File: config.mk
export PLATFORM = sky130hd
export DESIGN_NAME = flash_host_ctrl
export DESIGN_NICKNAME = d
export VERILOG_FILES = /design/src/flash_host_pkg.sv /design/src/flash_host_ctrl.sv /design/src/flash_bus_cycle.sv
export SDC_FILE = /design/constraint.sdc
export NUM_CORES = 1
export LEC_CHECK = 0
export ABC_AREA = 1
export BUFFER_PORTS_ARGS = -buffer_cell sky130_fd_sc_hd__buf_2
export CAP_MARGIN = 0
export CORE_UTILIZATION = 55
export DETAILED_ROUTE_END_ITERATION = 7
export GPL_TIMING_DRIVEN = 0
export PLACE_DENSITY = 0.83
export SYNTH_ARGS = -nofsm -noshare
export SYNTH_HDL_FRONTEND = slang
export SYNTH_SLANG_ARGS = --single-unit
File: constraint.sdc
create_clock -name mclk_i -period 4 [get_ports mclk_i]
set_input_delay 0.8 -clock mclk_i [delete_from_list [all_inputs] [get_ports mclk_i]]
set_output_delay 0.8 -clock mclk_i [all_outputs]
set_load 0.01 [all_outputs]
File: src/flash_host_pkg.sv
// Constants, types and timing for the parallel flash host controller.
// Assumes a single 10 MHz clock; the counts below are derived from it, except CHIP_CYC, which has 10000 cycles per ms fixed.
`default_nettype none
package flash_host_pkg;

    localparam int unsigned ADDR_W          = 16;
    localparam int unsigned DATA_W          = 8;
    localparam int unsigned CLK_PERIOD_NS   = 100;
    localparam int unsigned SYNC_STAGES     = 2;

    // Strobe and access times in ns
    localparam int unsigned T_WP_NS         = 45;
    localparam int unsigned T_WPH_NS        = 38;
    localparam int unsigned T_ACC_NS        = 90;
    localparam int unsigned T_DF_NS         = 30;
    // Self-timed operation limits
    localparam int unsigned T_PROG_US       = 20;
    localparam int unsigned T_SECT_ERASE_MS = 10;
    localparam int unsigned T_CHIP_ERASE_MS = 500;
    localparam int unsigned CHIP_MARGIN     = 2;

    function automatic int unsigned min_cyc(input int unsigned ns);
        int unsigned c;
        c = (ns + CLK_PERIOD_NS - 1) / CLK_PERIOD_NS;
        return (c == 0) ? 1 : c;
    endfunction : min_cyc

    localparam int unsigned WP_CYC    = min_cyc(T_WP_NS);
    localparam int unsigned ACC_CYC   = min_cyc(T_ACC_NS) + SYNC_STAGES;
    localparam int unsigned REC_CYC   = min_cyc((T_WPH_NS > T_DF_NS) ? T_WPH_NS : T_DF_NS);
    localparam int unsigned PROG_CYC  = T_PROG_US * 1000 / CLK_PERIOD_NS;
    localparam int unsigned SECT_CYC  = T_SECT_ERASE_MS * 1000 * 1000 / CLK_PERIOD_NS;
    localparam int unsigned CHIP_CYC  = T_CHIP_ERASE_MS * CHIP_MARGIN * 10000;

    // Command addresses and codes
    localparam logic [ADDR_W-1:0] ADDR_UNLOCK_A = 16'h5555;
    localparam logic [ADDR_W-1:0] ADDR_UNLOCK_B = 16'h2aaa;
    localparam logic [DATA_W-1:0] CODE_UNLOCK_A = 8'haa;
    localparam logic [DATA_W-1:0] CODE_UNLOCK_B = 8'h55;
    localparam logic [DATA_W-1:0] CODE_PROGRAM  = 8'ha0;
    localparam logic [DATA_W-1:0] CODE_ERASE    = 8'h80;
    localparam logic [DATA_W-1:0] CODE_SECTOR   = 8'h30;
    localparam logic [DATA_W-1:0] CODE_CHIP     = 8'h10;
    localparam logic [DATA_W-1:0] CODE_READ     = 8'hf0;
    localparam logic [DATA_W-1:0] CODE_NOP      = 8'hff;

    localparam int unsigned COMPLETION_POLL_BIT = 7;
    localparam int unsigned ACTIVITY_TOGGLE_BIT = 6;
    localparam logic [2:0]  PROGRAM_LEN = 3'h4;
    localparam logic [2:0]  ERASE_LEN   = 3'h6;
    localparam logic [2:0]  SINGLE_LEN  = 3'h1;

    typedef enum logic [2:0] {
        OP_READ         = 3'h0,
        OP_PROGRAM      = 3'h1,
        OP_SECTOR_ERASE = 3'h2,
        OP_CHIP_ERASE   = 3'h3,
        OP_READ_RESET   = 3'h4
    } op_type;

    typedef struct packed {
        op_type              op;
        logic [ADDR_W-1:0]   addr;
        logic [DATA_W-1:0]   data;
    } cmd_type;

    typedef struct packed {
        logic [DATA_W-1:0]   data;
        logic                err;
    } rsp_type;

    typedef struct packed {
        logic [ADDR_W-1:0]   addr;
        logic [DATA_W-1:0]   data;
    } word_type;

    typedef struct packed {
        logic [ADDR_W-1:0]   addr;
        logic                ce_n;
        logic                oe_n;
        logic                we_n;
        logic [DATA_W-1:0]   dq_out;
        logic                dq_oe;
    } pins_type;

    localparam pins_type PINS_IDLE = '{addr: '0, ce_n: 1'b1, oe_n: 1'b1, we_n: 1'b1,
                                      dq_out: '0, dq_oe: 1'b0};

endpackage : flash_host_pkg
`default_nettype wire

File: src/flash_host_ctrl.sv
// Host-side controller for a byte-wide parallel flash: reads, byte program,
// sector and chip erase with unlock sequences, and toggle polling for completion.
// Assumes the pins connect straight to the flash; dq pins are split in/out/enable.
`timescale 1ns/1ns
`default_nettype none
module flash_host_ctrl
    import flash_host_pkg::*;
#(
    parameter int unsigned SECT_TMO_CYC = SECT_CYC,
    parameter int unsigned CHIP_TMO_CYC = CHIP_CYC,
    parameter bit          CE_CTRL      = 1'b0
) (
    input  wire logic                      mclk_i,
    input  wire logic                      sys_rst_i,
    input  wire logic                      cmd_valid_i,
    input  wire flash_host_pkg::cmd_type   cmd_i,
    output logic                           cmd_ready_o,
    output logic                           rsp_valid_o,
    output flash_host_pkg::rsp_type        rsp_o,
    output logic [flash_host_pkg::ADDR_W-1:0] flash_addr_o,
    output logic                           flash_ce_n_o,
    output logic                           flash_oe_n_o,
    output logic                           flash_we_n_o,
    output logic [flash_host_pkg::DATA_W-1:0] flash_dq_o,
    output logic                           flash_dq_oe_o,
    input  wire logic [flash_host_pkg::DATA_W-1:0] flash_dq_i
);
    import flash_host_pkg::*;

    typedef enum logic [2:0] {
        M_IDLE    = 3'b000,
        M_CHECK   = 3'b001,
        M_SEQ     = 3'b011,
        M_POLL_A  = 3'b010,
        M_POLL_B  = 3'b110,
        M_RESP    = 3'b111,
        M_RESTORE = 3'b101
    } main_state_type;

    main_state_type     state_r, state_nxt;
    cmd_type            cmd_r, cmd_nxt;
    logic [2:0]         step_r, step_nxt;
    logic               issued_r, issued_nxt;
    logic [DATA_W-1:0]  prev_r, prev_nxt;
    logic [31:0]        tmo_r, tmo_nxt;
    rsp_type            rsp_r, rsp_nxt;
    logic               rsp_valid_r, rsp_valid_nxt;

    logic               bus_start, bus_write, bus_ready, bus_done;
    word_type           bus_word;
    logic [DATA_W-1:0]  bus_rd;
    pins_type           pins;

    ////////////////////////////////////////////////////////////////////////
    // Bus word (unlock, command code or program data) for a given step of a command
    function automatic word_type seq_word(input cmd_type c, input logic [2:0] s);
        word_type w;
        w = '{addr: ADDR_UNLOCK_A, data: CODE_UNLOCK_A};
        unique case (s)
            3'h0: begin
                if (c.op == OP_READ_RESET) w = '{addr: c.addr, data: CODE_READ};
            end
            3'h1: w = '{addr: ADDR_UNLOCK_B, data: CODE_UNLOCK_B};
            3'h2: w.data = (c.op == OP_PROGRAM) ? CODE_PROGRAM : CODE_ERASE;
            3'h3: begin
                if (c.op == OP_PROGRAM) w = '{addr: c.addr, data: c.data};
            end
            3'h4: w = '{addr: ADDR_UNLOCK_B, data: CODE_UNLOCK_B};
            default: begin
                if (c.op == OP_SECTOR_ERASE) w = '{addr: c.addr, data: CODE_SECTOR};
                else                         w.data = CODE_CHIP;
            end
        endcase
        return w;
    endfunction : seq_word

    function automatic logic [2:0] seq_len(input op_type op);
        unique case (op)
            OP_PROGRAM:                    return PROGRAM_LEN;
            OP_SECTOR_ERASE, OP_CHIP_ERASE: return ERASE_LEN;
            default:                       return SINGLE_LEN;
        endcase
    endfunction : seq_len

    function automatic logic [31:0] tmo_limit(input op_type op);
        unique case (op)
            OP_SECTOR_ERASE: return 32'(SECT_TMO_CYC);
            OP_CHIP_ERASE:   return 32'(CHIP_TMO_CYC);
            default:         return 32'(PROG_CYC);
        endcase
    endfunction : tmo_limit

    ////////////////////////////////////////////////////////////////////////
    always_comb begin
        state_nxt     = state_r;
        cmd_nxt       = cmd_r;
        step_nxt      = step_r;
        issued_nxt    = issued_r;
        prev_nxt      = prev_r;
        tmo_nxt       = tmo_r;
        rsp_nxt       = rsp_r;
        rsp_valid_nxt = 1'b0;
        bus_start     = 1'b0;
        bus_write     = 1'b0;
        bus_word      = '{addr: cmd_r.addr, data: cmd_r.data};

        if (state_r == M_POLL_A || state_r == M_POLL_B) tmo_nxt = tmo_r + 32'h1;
        if (bus_done) issued_nxt = 1'b0;

        unique case (state_r)
            M_IDLE: begin
                if (cmd_valid_i) begin
                    cmd_nxt  = cmd_i;
                    step_nxt = '0;
                    if (cmd_i.op == OP_READ || cmd_i.op == OP_PROGRAM) state_nxt = M_CHECK;
                    else                                                state_nxt = M_SEQ;
                end
            end
            M_CHECK: begin
                bus_start = bus_ready && !issued_r;
                if (bus_start) issued_nxt = 1'b1;
                if (bus_done) begin
                    rsp_nxt = '{data: bus_rd, err: 1'b0};
                    if (cmd_r.op == OP_READ) begin
                        state_nxt = M_RESP;
                    end else if ((bus_rd & cmd_r.data) != cmd_r.data) begin
                        rsp_nxt.err = 1'b1;
                        state_nxt   = M_RESP;
                    end else begin
                        state_nxt = M_SEQ;
                    end
                end
            end
            M_SEQ: begin
                bus_write = 1'b1;
                bus_word  = seq_word(cmd_r, step_r);
                bus_start = bus_ready && !issued_r;
                if (bus_start) issued_nxt = 1'b1;
                if (bus_done) begin
                    step_nxt = step_r + 3'h1;
                    if (step_r == seq_len(cmd_r.op) - 3'h1) begin
                        tmo_nxt = '0;
                        rsp_nxt = '{data: cmd_r.data, err: 1'b0};
                        state_nxt = (cmd_r.op == OP_READ_RESET) ? M_RESP : M_POLL_A;
                    end
                end
            end
            M_POLL_A, M_POLL_B: begin
                bus_start = bus_ready && !issued_r;
                if (bus_start) issued_nxt = 1'b1;
                if (bus_done) begin
                    prev_nxt  = bus_rd;
                    state_nxt = M_POLL_B;
                    if (state_r == M_POLL_B &&
                        bus_rd[ACTIVITY_TOGGLE_BIT] == prev_r[ACTIVITY_TOGGLE_BIT]) begin
                        rsp_nxt.data = bus_rd;
                        rsp_nxt.err  = (cmd_r.op == OP_PROGRAM) ? (bus_rd != cmd_r.data)
                                     : !bus_rd[COMPLETION_POLL_BIT];
                        state_nxt    = M_RESP;
                    end else if (tmo_r >= tmo_limit(cmd_r.op)) begin
                        state_nxt = M_RESTORE;
                    end
                end
            end
            M_RESTORE: begin
                bus_write = 1'b1;
                bus_word  = '{addr: ADDR_UNLOCK_A, data: CODE_NOP};
                bus_start = bus_ready && !issued_r;
                if (bus_start) issued_nxt = 1'b1;
                if (bus_done) begin
                    rsp_nxt   = '{data: prev_r, err: 1'b1};
                    state_nxt = M_RESP;
                end
            end
            M_RESP: begin
                rsp_valid_nxt = 1'b1;
                state_nxt     = M_IDLE;
            end
            default: state_nxt = M_IDLE;
        endcase
    end

    always_ff @(posedge mclk_i) begin
        if (sys_rst_i) begin
            state_r     <= M_IDLE;
            cmd_r       <= '0;
            step_r      <= '0;
            issued_r    <= 1'b0;
            prev_r      <= '0;
            tmo_r       <= '0;
            rsp_r       <= '0;
            rsp_valid_r <= 1'b0;
        end else begin
            state_r     <= state_nxt;
            cmd_r       <= cmd_nxt;
            step_r      <= step_nxt;
            issued_r    <= issued_nxt;
            prev_r      <= prev_nxt;
            tmo_r       <= tmo_nxt;
            rsp_r       <= rsp_nxt;
            rsp_valid_r <= rsp_valid_nxt;
        end
    end

    ////////////////////////////////////////////////////////////////////////
    flash_bus_cycle #(
        .CE_CTRL (CE_CTRL)
    ) u_cycle (
        .mclk_i    (mclk_i),
        .sys_rst_i (sys_rst_i),
        .start_i   (bus_start),
        .write_i   (bus_write),
        .word_i    (bus_word),
        .dq_i      (flash_dq_i),
        .pins_o    (pins),
        .rd_data_o (bus_rd),
        .ready_o   (bus_ready),
        .done_o    (bus_done)
    );

    // New commands wait until the previous operation has fully finished
    assign cmd_ready_o   = (state_r == M_IDLE);
    assign rsp_valid_o   = rsp_valid_r;
    assign rsp_o         = rsp_r;
    assign flash_addr_o  = pins.addr;
    assign flash_ce_n_o  = pins.ce_n;
    assign flash_oe_n_o  = pins.oe_n;
    assign flash_we_n_o  = pins.we_n;
    assign flash_dq_o    = pins.dq_out;
    assign flash_dq_oe_o = pins.dq_oe;

endmodule : flash_host_ctrl
`default_nettype wire

File: src/flash_bus_cycle.sv
// One asynchronous bus cycle (read or write) on the flash pins.
// Assumes dq_i is a pin from outside the clock domain; it is synchronised here.
`timescale 1ns/1ns
`default_nettype none
module flash_bus_cycle
    import flash_host_pkg::*;
#(
    parameter bit CE_CTRL = 1'b0
) (
    input  wire logic                  mclk_i,
    input  wire logic                  sys_rst_i,
    input  wire logic                  start_i,
    input  wire logic                  write_i,
    input  wire flash_host_pkg::word_type word_i,
    input  wire logic [flash_host_pkg::DATA_W-1:0] dq_i,
    output var  flash_host_pkg::pins_type pins_o,
    output logic [flash_host_pkg::DATA_W-1:0] rd_data_o,
    output logic                       ready_o,
    output logic                       done_o
);
    import flash_host_pkg::*;

    typedef enum logic [1:0] {
        BC_IDLE = 2'b00, BC_STROBE = 2'b01, BC_HOLD = 2'b11, BC_RECOVER = 2'b10
    } bc_state_type;

    bc_state_type         state_r, state_nxt;
    logic [7:0]           cnt_r, cnt_nxt;
    logic                 wr_r, wr_nxt;
    pins_type             pins_r, pins_nxt;
    logic [DATA_W-1:0]    rd_r, rd_nxt;
    logic [DATA_W-1:0]    dq_meta_r, dq_sync_r;
    logic                 done_nxt, done_r;

    ////////////////////////////////////////////////////////////////////////
    always_ff @(posedge mclk_i) begin
        dq_meta_r <= dq_i;
        dq_sync_r <= dq_meta_r;
    end

    always_comb begin
        state_nxt = state_r;
        cnt_nxt   = cnt_r;
        wr_nxt    = wr_r;
        pins_nxt  = pins_r;
        rd_nxt    = rd_r;
        done_nxt  = 1'b0;
        unique case (state_r)
            BC_IDLE: begin
                if (start_i) begin
                    wr_nxt         = write_i;
                    cnt_nxt        = '0;
                    pins_nxt.addr  = word_i.addr;
                    pins_nxt.ce_n  = 1'b0;
                    pins_nxt.we_n  = ~write_i;
                    pins_nxt.oe_n  = write_i;
                    pins_nxt.dq_out = word_i.data;
                    pins_nxt.dq_oe = write_i;
                    state_nxt      = BC_STROBE;
                end
            end
            BC_STROBE: begin
                cnt_nxt = cnt_r + 8'h01;
                if (cnt_r == 8'((wr_r ? WP_CYC : ACC_CYC) - 1)) begin
                    if (wr_r) begin
                        if (CE_CTRL) pins_nxt.ce_n = 1'b1;
                        else         pins_nxt.we_n = 1'b1;
                    end else begin
                        rd_nxt        = dq_sync_r;
                        pins_nxt.oe_n = 1'b1;
                        pins_nxt.ce_n = 1'b1;
                    end
                    state_nxt = BC_HOLD;
                end
            end
            BC_HOLD: begin
                pins_nxt.ce_n  = 1'b1;
                pins_nxt.we_n  = 1'b1;
                pins_nxt.dq_oe = 1'b0;
                cnt_nxt        = '0;
                state_nxt      = BC_RECOVER;
            end
            BC_RECOVER: begin
                cnt_nxt = cnt_r + 8'h01;
                if (cnt_r == 8'(REC_CYC - 1)) begin
                    done_nxt  = 1'b1;
                    state_nxt = BC_IDLE;
                end
            end
        endcase
    end

    always_ff @(posedge mclk_i) begin
        if (sys_rst_i) begin
            state_r <= BC_IDLE;
            cnt_r   <= '0;
            wr_r    <= 1'b0;
            pins_r  <= PINS_IDLE;
            rd_r    <= '0;
            done_r  <= 1'b0;
        end else begin
            state_r <= state_nxt;
            cnt_r   <= cnt_nxt;
            wr_r    <= wr_nxt;
            pins_r  <= pins_nxt;
            rd_r    <= rd_nxt;
            done_r  <= done_nxt;
        end
    end

    assign pins_o    = pins_r;
    assign rd_data_o = rd_r;
    assign done_o    = done_r;
    assign ready_o   = (state_r == BC_IDLE) && !done_r;

endmodule : flash_bus_cycle
`default_nettype wire

### After elaboration in Yosys (flattened, before gate mapping)

Index checks and enable logic that the tools add are counted.

* word-level logic and storage cells: 174
* register bits after elaboration: 148
* input port bits: 38
* output and inout bits: 39

* $add $sub $neg: 5
* $lt $le $gt $ge: 1
* reductions and logical operators: 38
* muxes and demuxes: 67
* equal/unequal tests: 35
* bitwise gates (word level): 4

Operators by type and width (number)
* two-way mux 32 bit: 7
* one-hot mux 24 bit (2 select lines): 2
* one-hot mux 16 bit (4 select lines): 1
* two-way mux 9 bit: 6
* two-way mux 24 bit: 2
* two-way mux 3 bit: 14
* one-hot mux 9 bit (4 select lines): 1
* adder 32 x 1 -> 32 bit, second input constant: 1
* greater-or-equal comparator 32 bit: 1
* one-hot mux 8 bit (4 select lines): 1
* one-hot mux 8 bit (3 select lines): 1
* equality test 3 x 2 -> 1 bit, second input constant: 6
* two-way mux 16 bit: 1
* two-way mux 2 bit: 8
* inequality test 8 bit: 2
* equality test 3 bit, second input constant: 5
* one-hot mux 3 bit (5 select lines): 1
* inequality test 2 x 1 -> 1 bit, second input constant: 7
* equality test 3 x 1 -> 1 bit, second input constant: 4
* logical NOT 3 bit: 4
* two-way mux 12 bit: 1
* two-way mux 6 bit: 2
* one-hot mux 3 bit (2 select lines): 2
* AND reduction 4 bit: 3
* 31 further kinds: 67

### Logic depth before layout (Yosys ltp)

Gate-level depths: netlist of the first run.

* depth in word-level cells: 10
* depth in mapped cells: 17
* depth with buffers taken out: 17

### Hierarchy

From an unflattened synthesis of the first run, not the netlist that was laid out.

* cells, all modules: 981
* area, all modules: 7218.2 µm²

Modules (own cells, without submodules)
* flash_host_ctrl: seq. area each 1681.6 µm², instances 1, cells an instance 687, area an instance 4804.6 µm²
* flash_bus_cycle: seq. area each 1281.2 µm², instances 1, cells an instance 294, area an instance 2413.6 µm²

### Worst setup path before layout of the first run

No wires, ideal clock.

* kind: register to register
* start point: register cmd_r[26] in the netlist's numbering
* end point: register state_r[0]
* data arrival time: 1763 ps
* stages on the path, launching flop included: 16
* path buffers: 0
* clock period less this slack: 1833 ps
* path slack: 2167 ps
* cell sequence: dfxtp_1 -> inv_1 -> nand2_1 -> inv_1 -> nand2_1 -> ha_1 -> nand2_1 -> nor2_1 -> nand4_1 -> nor2_1 -> nand2_1 -> nand3_1 -> nand2_1 -> nand2_1 -> nand2_1 -> a21oi_1

* longest elaborated chain between the ends: 10

Ends and longest elaborated chain
* start: declaration: line flash_host_ctrl.sv:41 `cmd_type cmd_r, cmd_nxt;`
* start signal: assignment: line flash_host_ctrl.sv:195 `cmd_r <= cmd_nxt;`
* equality test 3 x 2 -> 1 bit: line flash_host_ctrl.sv:78, flash_host_ctrl.sv:86
* one-hot mux 24 bit (2 select lines): line flash_host_ctrl.sv:86 `unique case (op)`
* two-way mux 32 bit: line flash_host_ctrl.sv:154 `if (state_r == M_POLL_B &&`
* two-way mux 32 bit: line flash_host_ctrl.sv:151 `if (bus_done) begin`
* two-way mux 32 bit: line flash_host_ctrl.sv:110 `unique case (state_r)`
* greater-or-equal comparator 32 bit: line flash_host_ctrl.sv:160 `end else if (tmo_r >= tmo_limit(cmd_r.op)) begin`
* two-way mux 2 bit: line flash_host_ctrl.sv:160
* two-way mux 2 bit: line flash_host_ctrl.sv:154
* two-way mux 3 bit: line flash_host_ctrl.sv:151
* one-hot mux 3 bit (5 select lines): line flash_host_ctrl.sv:110
* end signal: assignment: line flash_host_ctrl.sv:194 `state_r <= state_nxt;`
* end: declaration: line flash_host_ctrl.sv:40 `main_state_type state_r, state_nxt;`

Parallel ways exist; a longest one is shown, timed or not. The select of a mux whose other input is x is not followed.
A chain may end at the register's enable or synchronous reset.

### Worst setup path in the final report of the first run

Ends and elaborated chain as after synthesis.

==> impl_metrics.env, run 1 <==
export IMPL_powerDensity_nw_per_um2=649
export IMPL_post_cts_buffers=0
export IMPL_clock_latency_ps=430
export IMPL_irDropWorstVdd_v=0.000427
export IMPL_status="complete, no violations"
export IMPL_synth_edf_count=0
export IMPL_drc=0
export IMPL_cts_tree="done"
export IMPL_cp_end_kind="flop"
export IMPL_antennaDiodeCount=0
export IMPL_numCtsBuffers=17
export IMPL_syn_to_final_growth_pct=16.4
export IMPL_cp_data_arrival_time_ps=2780
export IMPL_die_w_um=116
export IMPL_antenna_found_initial=0
export IMPL_start_util_pct=56.4
export IMPL_dieArea_um2=13500
export IMPL_leakage_nw=3.37
export IMPL_synth_nets=1037
export IMPL_finalHoldViolCount=0
export IMPL_post_route_min_period_ps=2430
export IMPL_cts_sinks=148
export IMPL_ys_seq_area_share_pct=41.4
export IMPL_p_int_mw=3.36
export IMPL_clk_path_buf_depth=2
export IMPL_setup_violations=0
export IMPL_drtIter0Drc=802
export IMPL_syn_area_per_cell_um2=7.39
export IMPL_crit_path_max_fanout=6
export IMPL_share_comb_of_total_power_pct=33.8
export IMPL_synth_flop_cell="dfxtp_1"
export IMPL_drtAntennaViolNets=0
export IMPL_fp_dieH_um=116
export IMPL_p_seq_share_pct=36.4
export IMPL_cts_root_buf="clkbuf_16"
export IMPL_grt_pass1_wl_mm=29.3
export IMPL_fin_crit_sh_pct=60.7
export IMPL_cts_hold_buffers=0
export IMPL_rsz0062_at_grt="false"
export IMPL_netSwitchingFraction_pct=37.9
export IMPL_fmax_mhz=412
export IMPL_wl_per_cell_um=14.7
export IMPL_std_cell_rows=41
export IMPL_async_reset_ff_share_pct=0
export IMPL_post_dp_hpwl_mm=13.4
export IMPL_path_clk_slew_ps=60
export IMPL_ys_warnings_count=0
export IMPL_grt_usage_pct=28.3
export IMPL_final_core_util_pct=65.7
export IMPL_worst_hold_path_endpoint="u_cycle.dq_sync_r[6]$_DFF_P_"
export IMPL_critPathBufInv=3
export IMPL_vias_per_cell=5.47
export IMPL_rr_worst_depth=17
export IMPL_synth_cells=967
export IMPL_hold_start="u_cycle.dq_meta_r[6]$_DFF_P_"
export IMPL_cts_max_level=4
export IMPL_rrSetupSlack_ps=1570
export IMPL_tns_ps=0
export IMPL_pwr_share_clk_pct=29.8
export IMPL_max_stage_delay_ps=360
export IMPL_worst_clock_skew_ps=7.92
export IMPL_nets=1130
export IMPL_worstSetupStartpointType="flop"
export IMPL_critPathMostFrequentCell="nand2_1"
export IMPL_core_area_um2=12700
export IMPL_crit_type="flop to flop"
export IMPL_report_final_slew_viol_count=0
export IMPL_drive_gt1_share_pct=14.1
export IMPL_synth_cell_types=40
export IMPL_worstReg2RegEnd="state_r[0]$_SDFFE_PP0P_"
export IMPL_crit_family="simple AND/OR/NAND/NOR gates"
export IMPL_hp_class="flop to flop"
export IMPL_grt_pass1_vias=6136
export IMPL_startpoint="cmd_r[26]$_SDFFE_PP0P_"
export IMPL_gr_total_overflow=0
export IMPL_r2r_start="cmd_r[26]$_SDFFE_PP0P_"
export IMPL_cts_resized=0
export IMPL_first_pass_iters=5
export IMPL_path_cells="inv_1 > nand2_1 > inv_1 > nand2_1 > ha_1 > inv_1 > nor2_1 > nand3_1 > nand3_1 > nand2_1 > nand2_1 > nand2_1 > nand3_1 > nand2_1 > nand2_1 > nand2_1 > a21oi_1"
export IMPL_worst_slew_margin_rel_pct=51.8
export IMPL_tightest_slew_ps=723
export IMPL_grt_max_degree=17
export IMPL_synth_cell_area_um2=7150
export IMPL_portBuffers=74
export IMPL_routed_wl_mm=18.3
export IMPL_cpMaxStageDelayCell="ha_1"
export IMPL_cp_required_ps=4350
export IMPL_place_gp_congestion=0.954
export IMPL_p_switching_mw=2.05
export IMPL_cap_viol_max_count=0
export IMPL_whs_path_depth=0
export IMPL_pin_count=77
export IMPL_vias=6807
export IMPL_synth_seq_cells=148
-- through the flow --
step / total power [mW] / hold slack (ps) / area (µm²) / setup slack [ps] / std cells
floorplan: 3.20 / 310 / 7150 / 2170 / 967
global placement: 3.72 / 310 / 7730 / 1690 / 1213
detailed placement: 3.76 / 312 / 7730 / 1640 / 1213
CTS: 5.38 / 326 / 8320 / 1600 / 1244
global route: 5.72 / 331 / 8320 / 1310 / 1244
finish: 5.41 / 326 / 8320 / 1570 / 1244
-- state kept, by name, indices dropped and copies added, names as in the netlist --
| register | cells |
|---|---|
| tmo_r | 32 |
| u_cycle.pins_o | 28 |
| cmd_r | 27 |
| rsp_o | 9 |
| prev_r | 8 |
| u_cycle.cnt_r | 8 |
| u_cycle.dq_meta_r | 8 |
| u_cycle.dq_sync_r | 8 |
| u_cycle.rd_data_o | 8 |
| state_r | 3 |
| step_r | 3 |
| u_cycle.state_r | 2 |
| issued_r | 1 |
| rsp_valid_o | 1 |
| u_cycle.done_o | 1 |
| u_cycle.wr_r | 1 |
-- power groups by stage --
stage               Combinational [mW]  Clock [mW]  Sequential [mW]
floorplan                         1.19           0             2.01
global placement                  1.73           0             1.98
CTS                               1.80        1.62             1.96
global route                      2.03        1.68             2.00
detailed placement                1.78           0             1.99
finish                            1.83        1.61             1.97
-- worst max path at each step --
| stage | end | slack (ps) | cells past startpoint |
|---|---|---|---|
| after floorplan | state_r[0]$_SDFFE_PP0P_ | 2170 | 15 |
| after global placement | state_r[0]$_SDFFE_PP0P_ | 1690 | 17 |
| after detailed placement | state_r[0]$_SDFFE_PP0P_ | 1640 | 17 |
| after CTS | state_r[0]$_SDFFE_PP0P_ | 1600 | 17 |
| after global routing | state_r[0]$_SDFFE_PP0P_ | 1310 | 17 |
| final | state_r[0]$_SDFFE_PP0P_ | 1570 | 17 |
-- per-layer routing --
metal | global-route usage (%) | up-vias | share of wire [%]
met4 | 11.4 | 0 | 2.4
met2 | 44.2 | 273 | 44
met5 | 0 | - | 0
li1 | - | 3393 | -
met1 | 36.9 | 3099 | 45
met3 | 8.05 | 42 | 8.4
-- cell families (layout without fill, tap and decap cells) --
logic type	after synthesis	count (layout)	synth area share, %
compound gates	237	237	18.0
xor+xnor	27	27	3.31
fa+ha+maj	32	32	5.60
buf+inv	159	264	8.63
flops	148	148	41.4
simple gates	364	364	23.0
-- layout make-up --
cell class / instances / area (µm²)
Clock inverter: 11 / 153
Inverter: 129 / 484
Clock buffer: 20 / 437
Timing Repair Buffer: 74 / 370
Sequential cell: 148 / 2960
Tap cell: 172 / 215
Fill cell: 1088 / 4350
Multi-Input combinational cell: 660 / 3570
Buffer: 30 / 133
-- cells in the mapped netlist (10+ instances only) --
| cell type | number | area share, % |
|---|---|---|
| dfxtp_1 | 148 | 41 |
| nand2_1 | 145 | 7.6 |
| inv_1 | 122 | 6.4 |
| nor2_1 | 111 | 5.8 |
| a21oi_1 | 94 | 6.6 |
| o21ai_0 | 88 | 6.2 |
| ha_1 | 32 | 5.6 |
| nand3_1 | 28 | 2.0 |
| xor2_1 | 24 | 2.9 |
| clkbuf_1 | 20 | 1.1 |
| nand4_1 | 20 | 1.8 |
| nor3_1 | 18 | 1.3 |
| a211oi_1 | 17 | 1.8 |
| nand2_2 | 12 | 1.1 |
| nor2_4 | 10 | 1.6 |
| o21ai_1 | 10 | 0.70 |
-- placed cells by master, fill, tap and decap left out, types with 6 or more instances in the layout --
cell type,n
a21oi_1,94
inv_1,122
nor4_1,7
nor2_1,111
o31ai_1,6
clkbuf_16,17
buf_2,81
dfxtp_1,148
nand3_1,28
o21ai_0,88
nand4_1,20
nand2_2,12
o22ai_1,8
clkbuf_1,23
ha_1,32
a211oi_1,17
o21ai_1,10
nand2_1,145
xor2_1,24
nor2_4,10
nor3_1,18
-- worst register-to-register path: stages (launching register included) --
cell	delay (ps)
dfxtp_1	310
inv_1	140
nand2_1	220
inv_1	230
nand2_1	220
ha_1	360
inv_1	40
nor2_1	130
nand3_1	100
nand3_1	70
nand2_1	50
nand2_1	60
nand2_1	60
nand3_1	80
nand2_1	60
nand2_1	60
nand2_1	50
a21oi_1	120
(Power assumes the default switching activity.)
==> inputs of run 2 (changes only) <==
CORE_UTILIZATION = 53   (was 55)
PLACE_DENSITY = 0.84   (was 0.83)
clock period = 2.1 ns   (was 4 ns; I/O delays follow)
==> run 2 against run 1 <==
The flow now finishes with violations (setup timing). Register-to-register slack got worse by 1600 ps. Critical path depth decreased by 6. Maximum frequency increased by 16%. Via count increased by 3.3%. Clock skew increased by 6.5 ps.
==> impl_metrics.env, run 2 (synthesis gave the netlist of run 1 again) <==
export IMPL_status="complete, but fails checks"
export IMPL_failed_checks="setup timing"
export IMPL_setup_violations=1
export IMPL_critPathBufInv=2
export IMPL_crit_path_max_fanout=10
export IMPL_fin_crit_sh_pct=100
export IMPL_drive_gt1_share_pct=18.4
export IMPL_worstSetupStartpointType="flop"
export IMPL_drc=0
export IMPL_antennaDiodeCount=0
export IMPL_report_final_slew_viol_count=0
export IMPL_cts_sinks=148
export IMPL_syn_to_final_growth_pct=19.8
export IMPL_crit_type="flop to flop"
export IMPL_crit_family="simple AND/OR/NAND/NOR gates"
export IMPL_std_cell_rows=42
export IMPL_largest_reg_flops=32
export IMPL_antenna_found_initial=0
export IMPL_drtAntennaViolNets=0
export IMPL_clk_path_buf_depth=2
export IMPL_endpoint="u_cycle.pins_o[22]$_SDFFE_PP0P_"
export IMPL_max_stage_delay_ps=370
export IMPL_irDropWorstVdd_v=0.00105
export IMPL_leakage_nw=3.46
export IMPL_cap_viol_max_count=0
export IMPL_place_ws_ps=-279
export IMPL_routed_wl_mm=19.7
export IMPL_drtIter0Drc=744
export IMPL_multiInputGateArea_um2=3670
export IMPL_vias_per_cell=5.56
export IMPL_powerDensity_nw_per_um2=1230
export IMPL_cts_max_level=4
export IMPL_design_area_um2=8560
export IMPL_grt_pass1_vias=6338
export IMPL_cp_required_ps=2400
export IMPL_rr_worst_depth=11
export IMPL_nets=1146
export IMPL_dieArea_um2=14000
export IMPL_tightest_slew_ps=720
export IMPL_p_seq_share_pct=35.8
export IMPL_die_w_um=118
export IMPL_worst_clock_skew_ps=14.4
export IMPL_cts_root_buf="clkbuf_16"
export IMPL_worst_slew_margin_rel_pct=52.0
export IMPL_cpMaxStageDelayCell="dfxtp_1"
export IMPL_path_clk_slew_ps=60
export IMPL_place_gp_congestion=0.951
export IMPL_worstReg2RegEnd="u_cycle.pins_o[22]$_SDFFE_PP0P_"
export IMPL_vias=7029
export IMPL_hp_class="input pin to flop"
export IMPL_portBuffers=74
export IMPL_rsz0062_at_grt="true"
export IMPL_fin_hold_ws_ps=96.5
export IMPL_p_switching_mw=4.11
export IMPL_cp_end_kind="flop"
export IMPL_clock_latency_ps=430
export IMPL_hold_start="flash_dq_i[2]"
export IMPL_pin_count=77
export IMPL_layout_common_cells="144 x dfxtp_1, 139 x nand2_1, 117 x inv_1, 105 x nor2_1, 93 x a21oi_1"
export IMPL_grt_pass1_wl_mm=30.5
export IMPL_numCtsBuffers=17
export IMPL_startpoint="state_r[2]$_SDFFE_PP0P_"
export IMPL_grt_usage_pct=27.5
export IMPL_cts_tree="done"
export IMPL_gr_total_overflow=0
export IMPL_largest_register="tmo_r"
export IMPL_core_area_um2=13200
export IMPL_layout_commonest_cell="dfxtp_1"
export IMPL_finalHoldViolCount=0
export IMPL_start_util_pct=54.2
export IMPL_seq_area_um2=2970
export IMPL_cp_data_arrival_time_ps=2400
export IMPL_path_cells="inv_1 > nand3_2 > nand2_4 > nor2_1 > nand2_2 > nand2_2 > buf_6 > nor2_4 > o21ai_4 > nor2_4 > a21oi_1"
export IMPL_num_fill_cells=1067
export IMPL_worstSetupPathDepth=11
export IMPL_pwr_share_clk_pct=28.0
export IMPL_post_dp_hpwl_mm=13.7
export IMPL_post_route_min_period_ps=2100
export IMPL_wl_per_cell_um=15.5
export IMPL_fp_dieH_um=118
export IMPL_p_int_mw=6.42
export IMPL_share_comb_of_total_power_pct=36.2
export IMPL_fin_ws_ps=-2.14
export IMPL_fmax_mhz=476
export IMPL_first_pass_iters=6
export IMPL_rrSetupSlack_ps=-2
export IMPL_place_area_um2=7740
export IMPL_netSwitchingFraction_pct=39.0
export IMPL_r2r_start="state_r[2]$_SDFFE_PP0P_"
export IMPL_grt_max_degree=17
run 2: final cells by class:
| type | count | share of cell area (%) |
|---|---|---|
| Multi-Input combinational cell | 661 | 42.9 |
| Sequential cell | 148 | 34.7 |
| Inverter | 129 | 5.76 |
| Timing Repair Buffer | 90 | 5.73 |
| Clock buffer | 22 | 5.54 |
| Tap cell | 176 | 2.57 |
| Buffer | 29 | 1.65 |
| Clock inverter | 10 | 1.14 |
run 2: worst min path at each step:
stage                                   endpoint  depth (start not counted)
finish              u_cycle.dq_meta_r[2]$_DFF_P_                          1
global route        u_cycle.dq_meta_r[4]$_DFF_P_                          1
CTS                 u_cycle.dq_meta_r[0]$_DFF_P_                          1
detailed placement  u_cycle.dq_sync_r[5]$_DFF_P_                          0
global placement    u_cycle.dq_sync_r[2]$_DFF_P_                          0
floorplan           u_cycle.dq_sync_r[0]$_DFF_P_                          0
run 2: per-stage QoR:
step	util [%]	cells	total power [mW]	TNS [ps]
final	64.9	1265	10.5	-2.14
after global routing	64.9	1265	11.1	-1200
after CTS	63.2	1249	10.1	0
after detailed placement	58.7	1217	7.17	-1690
after global placement	58.7	1217	7.07	-1040
after floorplan	-	967	6.09	0
run 2: what timing repair did:
item	CTS	global route
buffers inserted	0	16
endpoints found under the setup margin	30	89
resized for setup	15	36
cloned	0	1
hold buffers	0	0
pin swaps	1	9
run 2: power groups by stage:
stage / Combinational [mW] / Sequential, mW / Clock [mW]
after floorplan: 2.27 / 3.82 / 0
after global placement: 3.30 / 3.77 / 0
after detailed placement: 3.39 / 3.78 / 0
after CTS: 3.44 / 3.74 / 2.93
after global routing: 4.18 / 3.83 / 3.08
final: 3.81 / 3.77 / 2.94
run 2: metal layers:
metal | share of wire [%] | vias to the layer above | track usage (%)
met5 | 0 | - | 0
met4 | 2.6 | 0 | 9.94
met3 | 8.4 | 55 | 6.47
met2 | 47 | 355 | 44.7
met1 | 42 | 3186 | 35.5
li1 | - | 3433 | -
